--- src/inc/efsp_pkg.sv ---
// shared constants for the encoder feedback select and phasing block
// Contract
// - resolution setting spans 2^12..2^20 counts per rev; feedback scaled to it
// - position kept as signed 32-bit word, wraps at +/-2^31
// - source select 00 resolver, 01 primary encoder, 10 auxiliary encoder
// - primary type codes 0,1,2,3,7,8,10 select decoding; others unusable
// - primary pulses per rev default 1024, plain or exponential format
// - auxiliary pulses per rev default 1024, own format bit
// - negative pulses per rev reverses counting direction
// - supply select 00 5 V, 01 8 V, 10 12 V
// - supply choice applied only at start-up from saved value
// - primary encoder lines pass a glitch filter with 3-bit code
// - auxiliary encoder lines pass their own glitch filter
// - code 0 needs 642.5 ns, each step adds 500 ns
// - phasing counts as not done after every power-up
// - each phasing command restarts the simulated encoder reference and zero
// - phasing command bit starts type 1 phasing, reads back 0
// - motor moved twice, last move 90 electrical degrees, sign checked
// - result codes 0 ok, 2 enable, 3 sign, 4 poles/pulses, 5 not ready
// - outcome flag set on success; drive ready never without it (the code gives drive ready without it when the resolver source is selected)
package efsp_pkg;
    // register byte addresses
    localparam logic [7:0] ADDR_CTRL = 8'h00;
    localparam logic [7:0] ADDR_FBCFG = 8'h04;
    localparam logic [7:0] ADDR_TYPE = 8'h08;
    localparam logic [7:0] ADDR_PPR = 8'h0c;
    localparam logic [7:0] ADDR_RES = 8'h10;
    localparam logic [7:0] ADDR_POS = 8'h14;
    localparam logic [7:0] ADDR_STAT = 8'h18;
    // field positions
    localparam int CTRL_CMD_BIT = 2;
    localparam int FB_PEXP_BIT = 1;
    localparam int FB_AEXP_BIT = 2;
    localparam int FB_SUP_LSB = 6;
    localparam int FB_PFILT_LSB = 8;
    localparam int FB_AFILT_LSB = 11;
    localparam int TYPE_AUX_LSB = 8;
    localparam int PPR_AUX_LSB = 16;
    localparam int RES_POLE_LSB = 8;
    // reset values
    localparam logic [15:0] PPR_RESET = 16'h0400;
    localparam logic [3:0] TYPE_RESET = 4'h3;
    localparam logic [4:0] RES_MIN = 5'h0c;
    localparam logic [4:0] RES_MAX = 5'h14;
    localparam logic [4:0] RES_RESET = 5'h10;
    localparam logic [7:0] POLE_RESET = 8'h04;
    localparam logic [4:0] EXP_MAX = 5'h12;
    localparam logic [15:0] PLAIN_MAX = 16'h7fff;
    // source and supply codes
    localparam logic [1:0] SRC_RESOLVER = 2'h0;
    localparam logic [1:0] SRC_PRIMARY = 2'h1;
    localparam logic [1:0] SRC_AUX = 2'h2;
    localparam logic [1:0] SUP_5V = 2'h0;
    localparam logic [1:0] SUP_12V = 2'h2;
    // encoder type codes
    localparam logic [3:0] TY_SC_ABS = 4'h0;
    localparam logic [3:0] TY_SC = 4'h1;
    localparam logic [3:0] TY_REDWIRE = 4'h2;
    localparam logic [3:0] TY_INCR = 4'h3;
    localparam logic [3:0] TY_SC_LINK2 = 4'h7;
    localparam logic [3:0] TY_SC_POLE = 4'h8;
    localparam logic [3:0] TY_INCR_HALL = 4'ha;
    // phasing result codes
    localparam logic [15:0] RC_OK = 16'h0000;
    localparam logic [15:0] RC_NEVER = 16'h0001;
    localparam logic [15:0] RC_ENABLE = 16'h0002;
    localparam logic [15:0] RC_SIGN = 16'h0003;
    localparam logic [15:0] RC_POLES = 16'h0004;
    localparam logic [15:0] RC_NOTRDY = 16'h0005;
    localparam logic [8:0] ANGLE_FIRST = 9'h000;
    localparam logic [8:0] ANGLE_FINAL = 9'h05a;
    // timing
    localparam int CLK_PS = 10000;
    localparam int FILT_BASE_PS = 642500;
    localparam int FILT_STEP_PS = 500000;
    localparam int FILT_BASE_CYC = (FILT_BASE_PS + CLK_PS - 1) / CLK_PS;
    localparam int FILT_STEP_CYC = FILT_STEP_PS / CLK_PS;
    localparam logic [8:0] FILT_BASE_W = 9'(FILT_BASE_CYC);
    localparam logic [8:0] FILT_STEP_W = 9'(FILT_STEP_CYC);
    localparam int MOVE_TIME_US = 100000;
    localparam int MOVE_CYC = MOVE_TIME_US * (1000000 / CLK_PS);
    typedef enum logic [1:0] {PH_IDLE, PH_MOVE1, PH_MOVE2} efsp_phase_t;
endpackage

--- src/efsp_top.sv ---
// encoder feedback selection, filtering, position scaling and phasing
//
// Our own choices: the register offsets and the APB interface to the registers.
module efsp_top #(
    parameter int MOVE_CYCLES = efsp_pkg::MOVE_CYC,
    parameter logic [15:0] RESOLVER_LINES = 16'h0400
) (
    input wire logic clk,
    input wire logic reset_n,
    input wire logic ce,
    input wire logic psel,
    input wire logic penable,
    input wire logic pwrite,
    input wire logic [7:0] paddr,
    input wire logic [31:0] pwdata,
    output logic [31:0] prdata,
    output logic pready,
    output logic pslverr,
    input wire logic resolverA,
    input wire logic resolverB,
    input wire logic primaryA,
    input wire logic primaryB,
    input wire logic auxA,
    input wire logic auxB,
    input wire logic softwareEnable,
    input wire logic hardwareEnable,
    input wire logic [7:0] alarmCode,
    input wire logic inrushClosed,
    input wire logic [1:0] savedSupplySel,
    output logic [1:0] encSupplySel,
    output logic phaseMoveReq,
    output logic [8:0] phaseAngleDeg,
    output logic simRefReset,
    output logic phasingOk,
    output logic driveReady,
    output logic [31:0] position
);
    ////////////////////////////////////////////////////////////////////////
    // registers and state
    logic [1:0] posSrc_q;
    logic cmd_q;
    logic [31:0] fbCfg_q;
    logic [3:0] pType_q, aType_q;
    logic [15:0] pPpr_q, aPpr_q;
    logic [4:0] res_q;
    logic [7:0] poles_q;
    logic [15:0] result_q;
    efsp_pkg::efsp_phase_t phase_q;
    logic [31:0] moveCnt_q;
    logic signed [23:0] phaseCnt_q;
    logic signed [31:0] pos_q;
    logic signed [47:0] resid_q;
    logic [5:0] prevAB_q;
    logic [3:0] filt;
    logic started_q;
    logic rdy_q, ok_q, move_q, simRst_q, err_q;
    logic [1:0] sup_q;
    logic [8:0] angle_q;
    logic [31:0] rdata_q;

    ////////////////////////////////////////////////////////////////////////
    // glitch filters on the encoder lines
    wire [3:0] rawLines = {auxB, auxA, primaryB, primaryA};
    wire [2:0] pFilt = fbCfg_q[efsp_pkg::FB_PFILT_LSB +: 3];
    wire [2:0] aFilt = fbCfg_q[efsp_pkg::FB_AFILT_LSB +: 3];
    for (genvar i = 0; i < 4; i++) begin : g_filt
        logic [8:0] cnt_q;
        logic out_q;
        wire [2:0] code = (i < 2) ? pFilt : aFilt;
        wire [8:0] thr = efsp_pkg::FILT_BASE_W
            + 9'(code) * efsp_pkg::FILT_STEP_W;
        // level passes only after thr stable samples
        always_ff @(posedge clk or negedge reset_n) begin
            if (!reset_n) begin
                cnt_q <= 9'h000;
                out_q <= 1'b0;
            end else if (ce) begin
                if (rawLines[i] == out_q) begin
                    cnt_q <= 9'h000;
                end else if (cnt_q + 9'h001 >= thr) begin
                    out_q <= rawLines[i];
                    cnt_q <= 9'h000;
                end else begin
                    cnt_q <= cnt_q + 9'h001;
                end
            end
        end
        assign filt[i] = out_q;
    end

    ////////////////////////////////////////////////////////////////////////
    // pulses-per-rev decoding: magnitude and reversal flag
    function automatic logic [19:0] pprMag(input logic [15:0] v,
                                           input logic expFmt);
        logic [4:0] n;
        logic [15:0] m;
        n = (v[4:0] > efsp_pkg::EXP_MAX) ? efsp_pkg::EXP_MAX : v[4:0];
        m = v[15] ? 16'(-v) : v;
        if (m > efsp_pkg::PLAIN_MAX) begin
            m = efsp_pkg::PLAIN_MAX;
        end
        pprMag = expFmt ? (20'h00001 << n) : {4'h0, m};
    endfunction

    wire pExp = fbCfg_q[efsp_pkg::FB_PEXP_BIT];
    wire aExp = fbCfg_q[efsp_pkg::FB_AEXP_BIT];
    logic [19:0] mag;
    logic neg, typeOk, qa, qb, pa, pb;
    // pick source pins, scale and polarity
    always_comb begin
        mag = 20'h00000;
        neg = 1'b0;
        typeOk = 1'b0;
        {qb, qa} = 2'b00;
        {pb, pa} = 2'b00;
        unique case (posSrc_q)
            efsp_pkg::SRC_RESOLVER: begin
                mag = {4'h0, RESOLVER_LINES};
                typeOk = 1'b1;
                {qb, qa} = {resolverB, resolverA};
                {pb, pa} = prevAB_q[1:0];
            end
            efsp_pkg::SRC_PRIMARY: begin
                mag = pprMag(pPpr_q, pExp);
                neg = pPpr_q[15];
                typeOk = pType_q inside {efsp_pkg::TY_SC_ABS, efsp_pkg::TY_SC,
                    efsp_pkg::TY_REDWIRE, efsp_pkg::TY_INCR,
                    efsp_pkg::TY_SC_LINK2, efsp_pkg::TY_SC_POLE,
                    efsp_pkg::TY_INCR_HALL};
                {qb, qa} = filt[1:0];
                {pb, pa} = prevAB_q[3:2];
            end
            efsp_pkg::SRC_AUX: begin
                mag = pprMag(aPpr_q, aExp);
                neg = aPpr_q[15];
                typeOk = (aType_q == efsp_pkg::TY_INCR);
                {qb, qa} = filt[3:2];
                {pb, pa} = prevAB_q[5:4];
            end
            default: begin
                typeOk = 1'b0;
            end
        endcase
    end

    // one quadrature edge per step, direction flipped for negative count
    wire [47:0] den = {26'h0, mag, 2'b00};
    wire stepEv = typeOk && (den != 48'h0) && ((qa ^ pa) ^ (qb ^ pb));
    wire stepUp = (qa ^ pb) ^ neg;

    always_ff @(posedge clk or negedge reset_n) begin
        if (!reset_n) begin
            prevAB_q <= 6'h00;
        end else if (ce) begin
            prevAB_q <= {filt[3:2], filt[1:0], resolverB, resolverA};
        end
    end

    ////////////////////////////////////////////////////////////////////////
    // scale edges to the resolution: residue of 2^res per edge, paid out
    // in power-of-two chunks so a big ratio settles in a few cycles
    logic [47:0] rMag;
    logic [5:0] sh;
    logic fits;
    always_comb begin
        rMag = resid_q[47] ? 48'(-resid_q) : 48'(resid_q);
        sh = 6'h00;
        fits = (den != 48'h0) && (den <= rMag);
        for (int s = 1; s < 24; s++) begin
            if ((den << s) <= rMag) begin
                sh = 6'(s);
            end
        end
    end

    wire signed [47:0] stepW = 48'sh1 <<< res_q;
    wire signed [47:0] addW = stepEv ? (stepUp ? stepW : -stepW) : 48'sh0;
    wire signed [47:0] subW = fits ? (resid_q[47] ? -48'(den << sh)
                                                  : 48'(den << sh)) : 48'sh0;
    wire signed [31:0] posInc = fits ? (resid_q[47] ? -(32'sh1 <<< sh)
                                                    : (32'sh1 <<< sh)) : 32'sh0;

    always_ff @(posedge clk or negedge reset_n) begin
        if (!reset_n) begin
            resid_q <= 48'sh0;
            pos_q <= 32'sh0;
        end else if (ce) begin
            resid_q <= resid_q + addW - subW;
            pos_q <= pos_q + posInc;
        end
    end

    ////////////////////////////////////////////////////////////////////////
    // encoder supply: take saved choice once after reset release
    always_ff @(posedge clk or negedge reset_n) begin
        if (!reset_n) begin
            started_q <= 1'b0;
            sup_q <= efsp_pkg::SUP_5V;
        end else if (ce && !started_q) begin
            started_q <= 1'b1;
            sup_q <= (savedSupplySel > efsp_pkg::SUP_12V)
                ? efsp_pkg::SUP_5V : savedSupplySel;
        end
    end

    ////////////////////////////////////////////////////////////////////////
    // type 1 phasing sequence
    wire enBad = softwareEnable || !hardwareEnable;
    wire notRdy = (alarmCode != 8'h00) || !inrushClosed;
    wire polesBad = (poles_q == 8'h00) || poles_q[0] || (den == 48'h0);
    wire signed [47:0] cntScaled = 48'(phaseCnt_q) * 48'(poles_q) * 48'sd8;
    wire rangeBad = (cntScaled < 48'(den * 48'd3))
        || (cntScaled > 48'(den * 48'd5));
    wire timeUp = (moveCnt_q >= 32'(MOVE_CYCLES - 1));
    wire wrEn = psel && penable && pready && pwrite;
    wire cmdWr = wrEn && (paddr == efsp_pkg::ADDR_CTRL)
        && pwdata[efsp_pkg::CTRL_CMD_BIT];

    always_ff @(posedge clk or negedge reset_n) begin
        if (!reset_n) begin
            phase_q <= efsp_pkg::PH_IDLE;
            result_q <= efsp_pkg::RC_NEVER;
            ok_q <= 1'b0;
            move_q <= 1'b0;
            angle_q <= efsp_pkg::ANGLE_FIRST;
            simRst_q <= 1'b0;
            moveCnt_q <= 32'h0;
            phaseCnt_q <= 24'sh0;
        end else if (ce) begin
            simRst_q <= 1'b0;
            moveCnt_q <= moveCnt_q + 32'h1;
            unique case (phase_q)
                efsp_pkg::PH_IDLE: begin
                    if (cmd_q) begin
                        simRst_q <= 1'b1;
                        ok_q <= 1'b0;
                        if (enBad) begin
                            result_q <= efsp_pkg::RC_ENABLE;
                        end else if (notRdy) begin
                            result_q <= efsp_pkg::RC_NOTRDY;
                        end else if (polesBad) begin
                            result_q <= efsp_pkg::RC_POLES;
                        end else begin
                            phase_q <= efsp_pkg::PH_MOVE1;
                            move_q <= 1'b1;
                            angle_q <= efsp_pkg::ANGLE_FIRST;
                            moveCnt_q <= 32'h0;
                        end
                    end
                end
                efsp_pkg::PH_MOVE1, efsp_pkg::PH_MOVE2: begin
                    if (phase_q == efsp_pkg::PH_MOVE2 && stepEv) begin
                        phaseCnt_q <= stepUp ? phaseCnt_q + 24'sh1
                                             : phaseCnt_q - 24'sh1;
                    end
                    if (enBad || notRdy) begin
                        result_q <= enBad ? efsp_pkg::RC_ENABLE
                                          : efsp_pkg::RC_NOTRDY;
                        phase_q <= efsp_pkg::PH_IDLE;
                        move_q <= 1'b0;
                    end else if (timeUp && phase_q == efsp_pkg::PH_MOVE1) begin
                        phase_q <= efsp_pkg::PH_MOVE2;
                        angle_q <= efsp_pkg::ANGLE_FINAL;
                        moveCnt_q <= 32'h0;
                        phaseCnt_q <= 24'sh0;
                    end else if (timeUp) begin
                        phase_q <= efsp_pkg::PH_IDLE;
                        move_q <= 1'b0;
                        if (phaseCnt_q <= 24'sh0) begin
                            result_q <= efsp_pkg::RC_SIGN;
                        end else if (rangeBad) begin
                            result_q <= efsp_pkg::RC_POLES;
                        end else begin
                            result_q <= efsp_pkg::RC_OK;
                            ok_q <= 1'b1;
                        end
                    end
                end
            endcase
        end
    end

    // drive ready needs the phasing outcome unless a resolver is in use
    always_ff @(posedge clk or negedge reset_n) begin
        if (!reset_n) begin
            rdy_q <= 1'b0;
        end else if (ce) begin
            rdy_q <= (ok_q || posSrc_q == efsp_pkg::SRC_RESOLVER)
                && !notRdy && hardwareEnable;
        end
    end

    ////////////////////////////////////////////////////////////////////////
    // apb slave: no wait states, answer in the first access cycle
    always_ff @(posedge clk or negedge reset_n) begin
        if (!reset_n) begin
            posSrc_q <= efsp_pkg::SRC_PRIMARY;
            cmd_q <= 1'b0;
            fbCfg_q <= 32'h0;
            pType_q <= efsp_pkg::TYPE_RESET;
            aType_q <= efsp_pkg::TYPE_RESET;
            pPpr_q <= efsp_pkg::PPR_RESET;
            aPpr_q <= efsp_pkg::PPR_RESET;
            res_q <= efsp_pkg::RES_RESET;
            poles_q <= efsp_pkg::POLE_RESET;
        end else if (ce) begin
            if (phase_q == efsp_pkg::PH_IDLE && cmd_q) begin
                cmd_q <= 1'b0;
            end
            if (wrEn) begin
                unique case (paddr)
                    efsp_pkg::ADDR_CTRL: begin
                        posSrc_q <= pwdata[1:0];
                        if (cmdWr) begin
                            cmd_q <= 1'b1;
                        end
                    end
                    efsp_pkg::ADDR_FBCFG: fbCfg_q <= pwdata;
                    efsp_pkg::ADDR_TYPE: begin
                        pType_q <= pwdata[3:0];
                        aType_q <= pwdata[efsp_pkg::TYPE_AUX_LSB +: 4];
                    end
                    efsp_pkg::ADDR_PPR: begin
                        pPpr_q <= pwdata[15:0];
                        aPpr_q <= pwdata[efsp_pkg::PPR_AUX_LSB +: 16];
                    end
                    efsp_pkg::ADDR_RES: begin
                        res_q <= (pwdata[4:0] < efsp_pkg::RES_MIN)
                            ? efsp_pkg::RES_MIN
                            : (pwdata[4:0] > efsp_pkg::RES_MAX)
                            ? efsp_pkg::RES_MAX : pwdata[4:0];
                        poles_q <= pwdata[efsp_pkg::RES_POLE_LSB +: 8];
                    end
                    default: begin
                    end
                endcase
            end
        end
    end

    // read data and error, captured in the setup cycle
    logic [31:0] rd;
    logic bad;
    always_comb begin
        rd = 32'h0;
        bad = 1'b0;
        unique case (paddr)
            efsp_pkg::ADDR_CTRL: rd = {29'h0, 1'b0, posSrc_q};
            efsp_pkg::ADDR_FBCFG: rd = fbCfg_q;
            efsp_pkg::ADDR_TYPE: rd = {20'h0, aType_q, 4'h0, pType_q};
            efsp_pkg::ADDR_PPR: rd = {aPpr_q, pPpr_q};
            efsp_pkg::ADDR_RES: rd = {16'h0, poles_q, 3'h0, res_q};
            efsp_pkg::ADDR_POS: begin
                rd = pos_q;
                bad = pwrite;
            end
            efsp_pkg::ADDR_STAT: begin
                rd = {11'h0, phase_q != efsp_pkg::PH_IDLE, sup_q, rdy_q,
                      ok_q, result_q};
                bad = pwrite;
            end
            default: bad = 1'b1;
        endcase
    end

    always_ff @(posedge clk or negedge reset_n) begin
        if (!reset_n) begin
            rdata_q <= 32'h0;
            pready <= 1'b0;
            err_q <= 1'b0;
        end else if (ce) begin
            pready <= psel && !penable;
            rdata_q <= (psel && !penable && !pwrite) ? rd : 32'h0;
            err_q <= psel && !penable && bad;
        end
    end

    // outputs straight from flops
    assign prdata = rdata_q;
    assign pslverr = err_q;
    assign encSupplySel = sup_q;
    assign phaseMoveReq = move_q;
    assign phaseAngleDeg = angle_q;
    assign simRefReset = simRst_q;
    assign phasingOk = ok_q;
    assign driveReady = rdy_q;
    assign position = pos_q;
endmodule

--- config.mk ---
export PLATFORM = sky130hd
export DESIGN_NAME = efsp_top
export DESIGN_NICKNAME = d
export VERILOG_FILES = /design/src/inc/efsp_pkg.sv /design/src/efsp_top.sv
export SDC_FILE = /design/constraint.sdc
export NUM_CORES = 2
export LEC_CHECK = 0
export ABC_AREA = 0
export BUFFER_PORTS_ARGS = -buffer_cell sky130_fd_sc_hd__buf_2
export CORE_UTILIZATION = 58
export CTS_CLUSTER_DIAMETER = 30
export DETAILED_ROUTE_END_ITERATION = 8
export GPL_TIMING_DRIVEN = 0
export PLACE_DENSITY_LB_ADDON = 0.2
export SKIP_LAST_GASP = 1
export SLEW_MARGIN = 10
export SYNTH_ARGS = -nofsm -noshare
export SYNTH_HDL_FRONTEND = slang
export SYNTH_SLANG_ARGS = --single-unit
--- constraint.sdc ---
create_clock -name clk -period 13.1 [get_ports clk]
set_input_delay 1.31 -clock clk [delete_from_list [all_inputs] [get_ports clk]]
set_output_delay 1.31 -clock clk [all_outputs]
set_load 0.01 [all_outputs]
==> results by group <==
Finish
  • Post-layout util: 65.91%
  • Register area: 7945 um2
  • Share of cells above drive strength 1: 11.58%
  • # nets final: 7148
  • Area growth syn-to-layout: 11.87%
  • Area of the multi-input gates: 38640 um2
  • Filler Cells Inserted: 7004

Clock tree
  • Clock slew at reported path FFs: 0.06 ns
  • CTS sink cnt: 317
  • CTS Buf Count: 57
  • Root Buffer: clkbuf_16
  • H-tree levels: 2
  • Clk buf depth: 3
  • CTS tree: built
  • Clock Latency Late Sink: 0.66 ns

Power and ir drop
  • VDD IR max: 0.1945 mV
  • Leakage power: 0.02642 uW
  • Clock power frac: 17.2%
  • Switching Fraction: 50.58%
  • Comb pwr share: 67.2%
  • Sequential Power Share: 15.6%
  • Int Pwr: 4495 uW
  • P per Cell Area: 167.3 nW/um2
  • NetSw: 4601 uW

Routing
  • Post-Route WL: 171100 um
  • Detailed Route Iter0 Violations: 4546
  • WL/cell: 23.77 um
  • Post-route ant nets: 0
  • DRC: 0
  • DRT Pass-1 Iters: 7
  • Routed vias: 47590
  • Via-per-instance ratio: 6.611

Run
  • Max-Cap Viols: 0

Floorplanning
  • Full die area: 84980 um2
  • Die H: 291.5 um
  • Ports: 146
  • Die width: 291.5 um
  • Core Rows: 105
  • Core ar.: 82500 um2
  • Initial Utilization: 58.92%

Synth
  • Fraction of registers with async set/reset: 100.0%
  • Warnings, synthesis: 0
  • Top post-synthesis cells by area: ha_1, dfrtp_1, fa_1, nand2_1, a21oi_1
  • Share of the synthesized area in the top cell type: 20.82%
  • Post-Synth Adder-Cell Area: 29.12%
  • Yosys reg bits: 317
  • Complex-gate fraction of the synthesized area: 19.50%
  • Post-synth EDFFs: 0
  • Cell variety after synth: 113
  • Syn Inst Count: 5803
  • Post-synth top flop: dfrtp_1
  • Syn Area/Cell: 8.377 um2
  • Mapped Area: 48610 um2
  • Sequential area share after synthesis: 16.34%
  • Largest family of logic cells by synthesized area: adder cells
  • Post-Synth Simple-Gate Area: 18.72%
  • Mux cell area share after synthesis: 4.970%
  • Post-Synth XOR/XNOR Area: 5.747%
  • Largest area contributor in the netlist: ha_1

Critical path
  • CP max FO: 12
  • Most frequent CP cell: clkbuf_4
  • CP endpoint kind: flip-flop
  • CP max-delay cell: or4b_2
  • Crit-path leading delay family: compound AO/OA/AOI/OAI gates
  • Critical Path AT: 13.37 ns
  • Critical Path Max Stage Delay: 0.62 ns
  • R2R Setup Slk: 0.19 ns
  • Critical path buffer and inverter count: 10
  • Setup crit start kind: flip-flop
  • WP data required: 13.56 ns
  • Crit Path Category: reg -> reg

Global routing
  • Vias in the first global route: 46120
  • GR Overflow Total: 0
  • First-pass GRT wire length: 264000 um
  • GRT met2 Usage: 61.38%
  • Initial antenna violation count: 5
  • Gr usage total: 39.63%
  • Met3 GRT Util: 6.826%
  • GRT busiest layer: met2
  • Met1 Use GR: 52.25%
  • Largest net degree at the start of global routing: 113

Timing
  • Fin. Hold Viols: 0
  • Worst Clk Skew: 0.07109 ns
  • # setup viols final: 0
  • Fmax: 77.46 MHz
  • Fin crit period: 12.91 ns
  • Slew HR: 8.954%
  • Period utilization: 98.55%
  • Total negative slack: 0 ns
  • Worst-margin pin slew: 1.366 ns
  • Final slew viol count: 0

Placement
  • RePlAce Congestion: 1.054
  • HPWL after DPL: 130500 um
  • PortBufs: 138

Hold path
  • Worst Hold Class: reg -> reg

Status
  • Status: complete, no violations
## registers in the layout (all words and copies together) (netlist names), 2 cells and up
register      cells
aPpr_q           16
pType_q           4
pPpr_q           16
result_q          3
resid_q          48
aType_q           4
phaseCnt_q       24
prdata           32
phase_q           2
position         32
poles_q           8
encSupplySel      2
g_filt.out_q      4
moveCnt_q        32
posSrc_q          2
fbCfg_q          32
prevAB_q          6
g_filt.cnt_q     36
res_q             5
## layout by cell type (no fill, tap or decap), types with 50 or more instances in the layout
cell type	synthesis	layout
dfrtp_1	307	307
nor2b_1	54	53
mux2i_1	69	65
nand4_1	141	141
nand3_1	189	187
xor2_1	112	97
mux2_2	144	144
xnor2_1	207	192
a21oi_1	369	367
a31oi_1	50	50
clkbuf_1	168	153
a21o_1	106	106
o21ai_0	343	337
ha_1	809	809
inv_1	449	436
nor2_1	304	299
fa_1	201	201
and2_1	139	139
nor3_1	127	120
nand2b_1	71	71
buf_2	14	149
o211ai_1	55	55
clkbuf_16	0	58
a211oi_1	52	50
nand2_1	524	523
## timing repair
action                                  CTS  global route
gates cloned                              1             0
gates resized for setup                  52            67
endpoints found under the setup margin   71            18
hold buffers                              0             0
pin swaps                                 6             8
setup buffers                            18             9
## path summary, 6_finish.rpt
kind | from | endpoint | cells past startpoint
worst max-delay path | resid_q[47] | resid_q[46] | 48
worst min-delay path | phaseMoveReq | phaseMoveReq | 1
worst max register to register | resid_q[47] | resid_q[46] | 48
worst min register to register | phaseMoveReq | phaseMoveReq | 1
max in group asynchronous | reset_n | g_filt[3].cnt_q[2] | 2
min in group asynchronous | reset_n | resid_q[39] | 1
## logic make-up (layout without fill, tap and decap cells)
logic type,after synthesis,after routing
other,1,11
adders and majority gates,1011,1011
buffers and inverters,693,1007
and+or+nand+nor,1802,1802
DFF,317,317
xor gates and xnor gates,319,320
muxes,218,218
AOI/OAI and AO/OA,1442,1442
## synth_stat cells, types with 30 or more instances
cell and instances:
ha_1 809, buf_1 34, nor2b_1 54, and3_1 47
xnor2_1 207, a31oi_1 50, fa_1 201, mux2i_1 69
o211ai_1 55, mux2_2 144, a21oi_1 369, nor3_1 127
a211oi_1 52, o2bb2ai_1 30, o21ai_0 343, nand2_1 524
xor2_1 112, inv_1 449, dfrtp_1 307, o31ai_1 36
nor4_1 36, and2_1 139, nand4_1 141, o21bai_1 46
or2_2 33, a22o_1 30, nor2_1 304, clkbuf_1 168
nand2b_1 71, or3_1 33, nand3_1 189, a21o_1 106
a222oi_1 30, o21a_1 35
## through the flow
step                cells  cell area, um2  hold WS, ns  total power (uW)  setup slack [ns]
floorplan            5807           48630       0.4371              5334             1.878
global placement     7015           50660       0.4621              6675            -3.769
detailed placement   7056           51600       0.4641              7112            -3.525
CTS                  7183           54030       0.4763              8842          -0.01907
global route         7196           54370       0.4869              9760           -0.1599
finish               7198           54380       0.4709              9097            0.1901
## routing by layer
metal | up-vias | routed length (um) | share of wire [%]
met5 | - | 0 | 0
met4 | 0 | 10650 | 6.2
met3 | 542 | 16720 | 9.8
met2 | 2496 | 73930 | 43
met1 | 22890 | 69810 | 41
li1 | 21660 | - | -
## power groups by stage
stage	Sequential [uW]	Clock [uW]	Combinational, uW
floorplan	1310	0	4020
global placement	1400	0	5280
detailed placement	1410	0	5700
CTS	1400	1570	5870
global route	1430	1610	6720
finish	1420	1560	6110
## layout make-up
type / count / area share [%]
antenna: 6 / 0.02761
buffer: 237 / 1.951
clock buffer: 61 / 2.727
clock inverter: 47 / 1.042
inverter: 456 / 3.164
multi-input combinational: 4798 / 71.05
sequential: 317 / 14.61
tap: 1070 / 2.462
timing repair buffer: 206 / 2.966
## worst reg2reg max path, delay by kind of cell (launching register included)
family | cells | cell delay [ns]
compound gates | 23 | 5.47
buf+inv | 10 | 2.64
xor+xnor | 3 | 0.63
simple gates | 8 | 2.19
flops | 1 | 0.54
mux | 1 | 0.12
fa+ha+maj | 3 | 1.12
No activity file was read; power rests on OpenSTA's default activity.
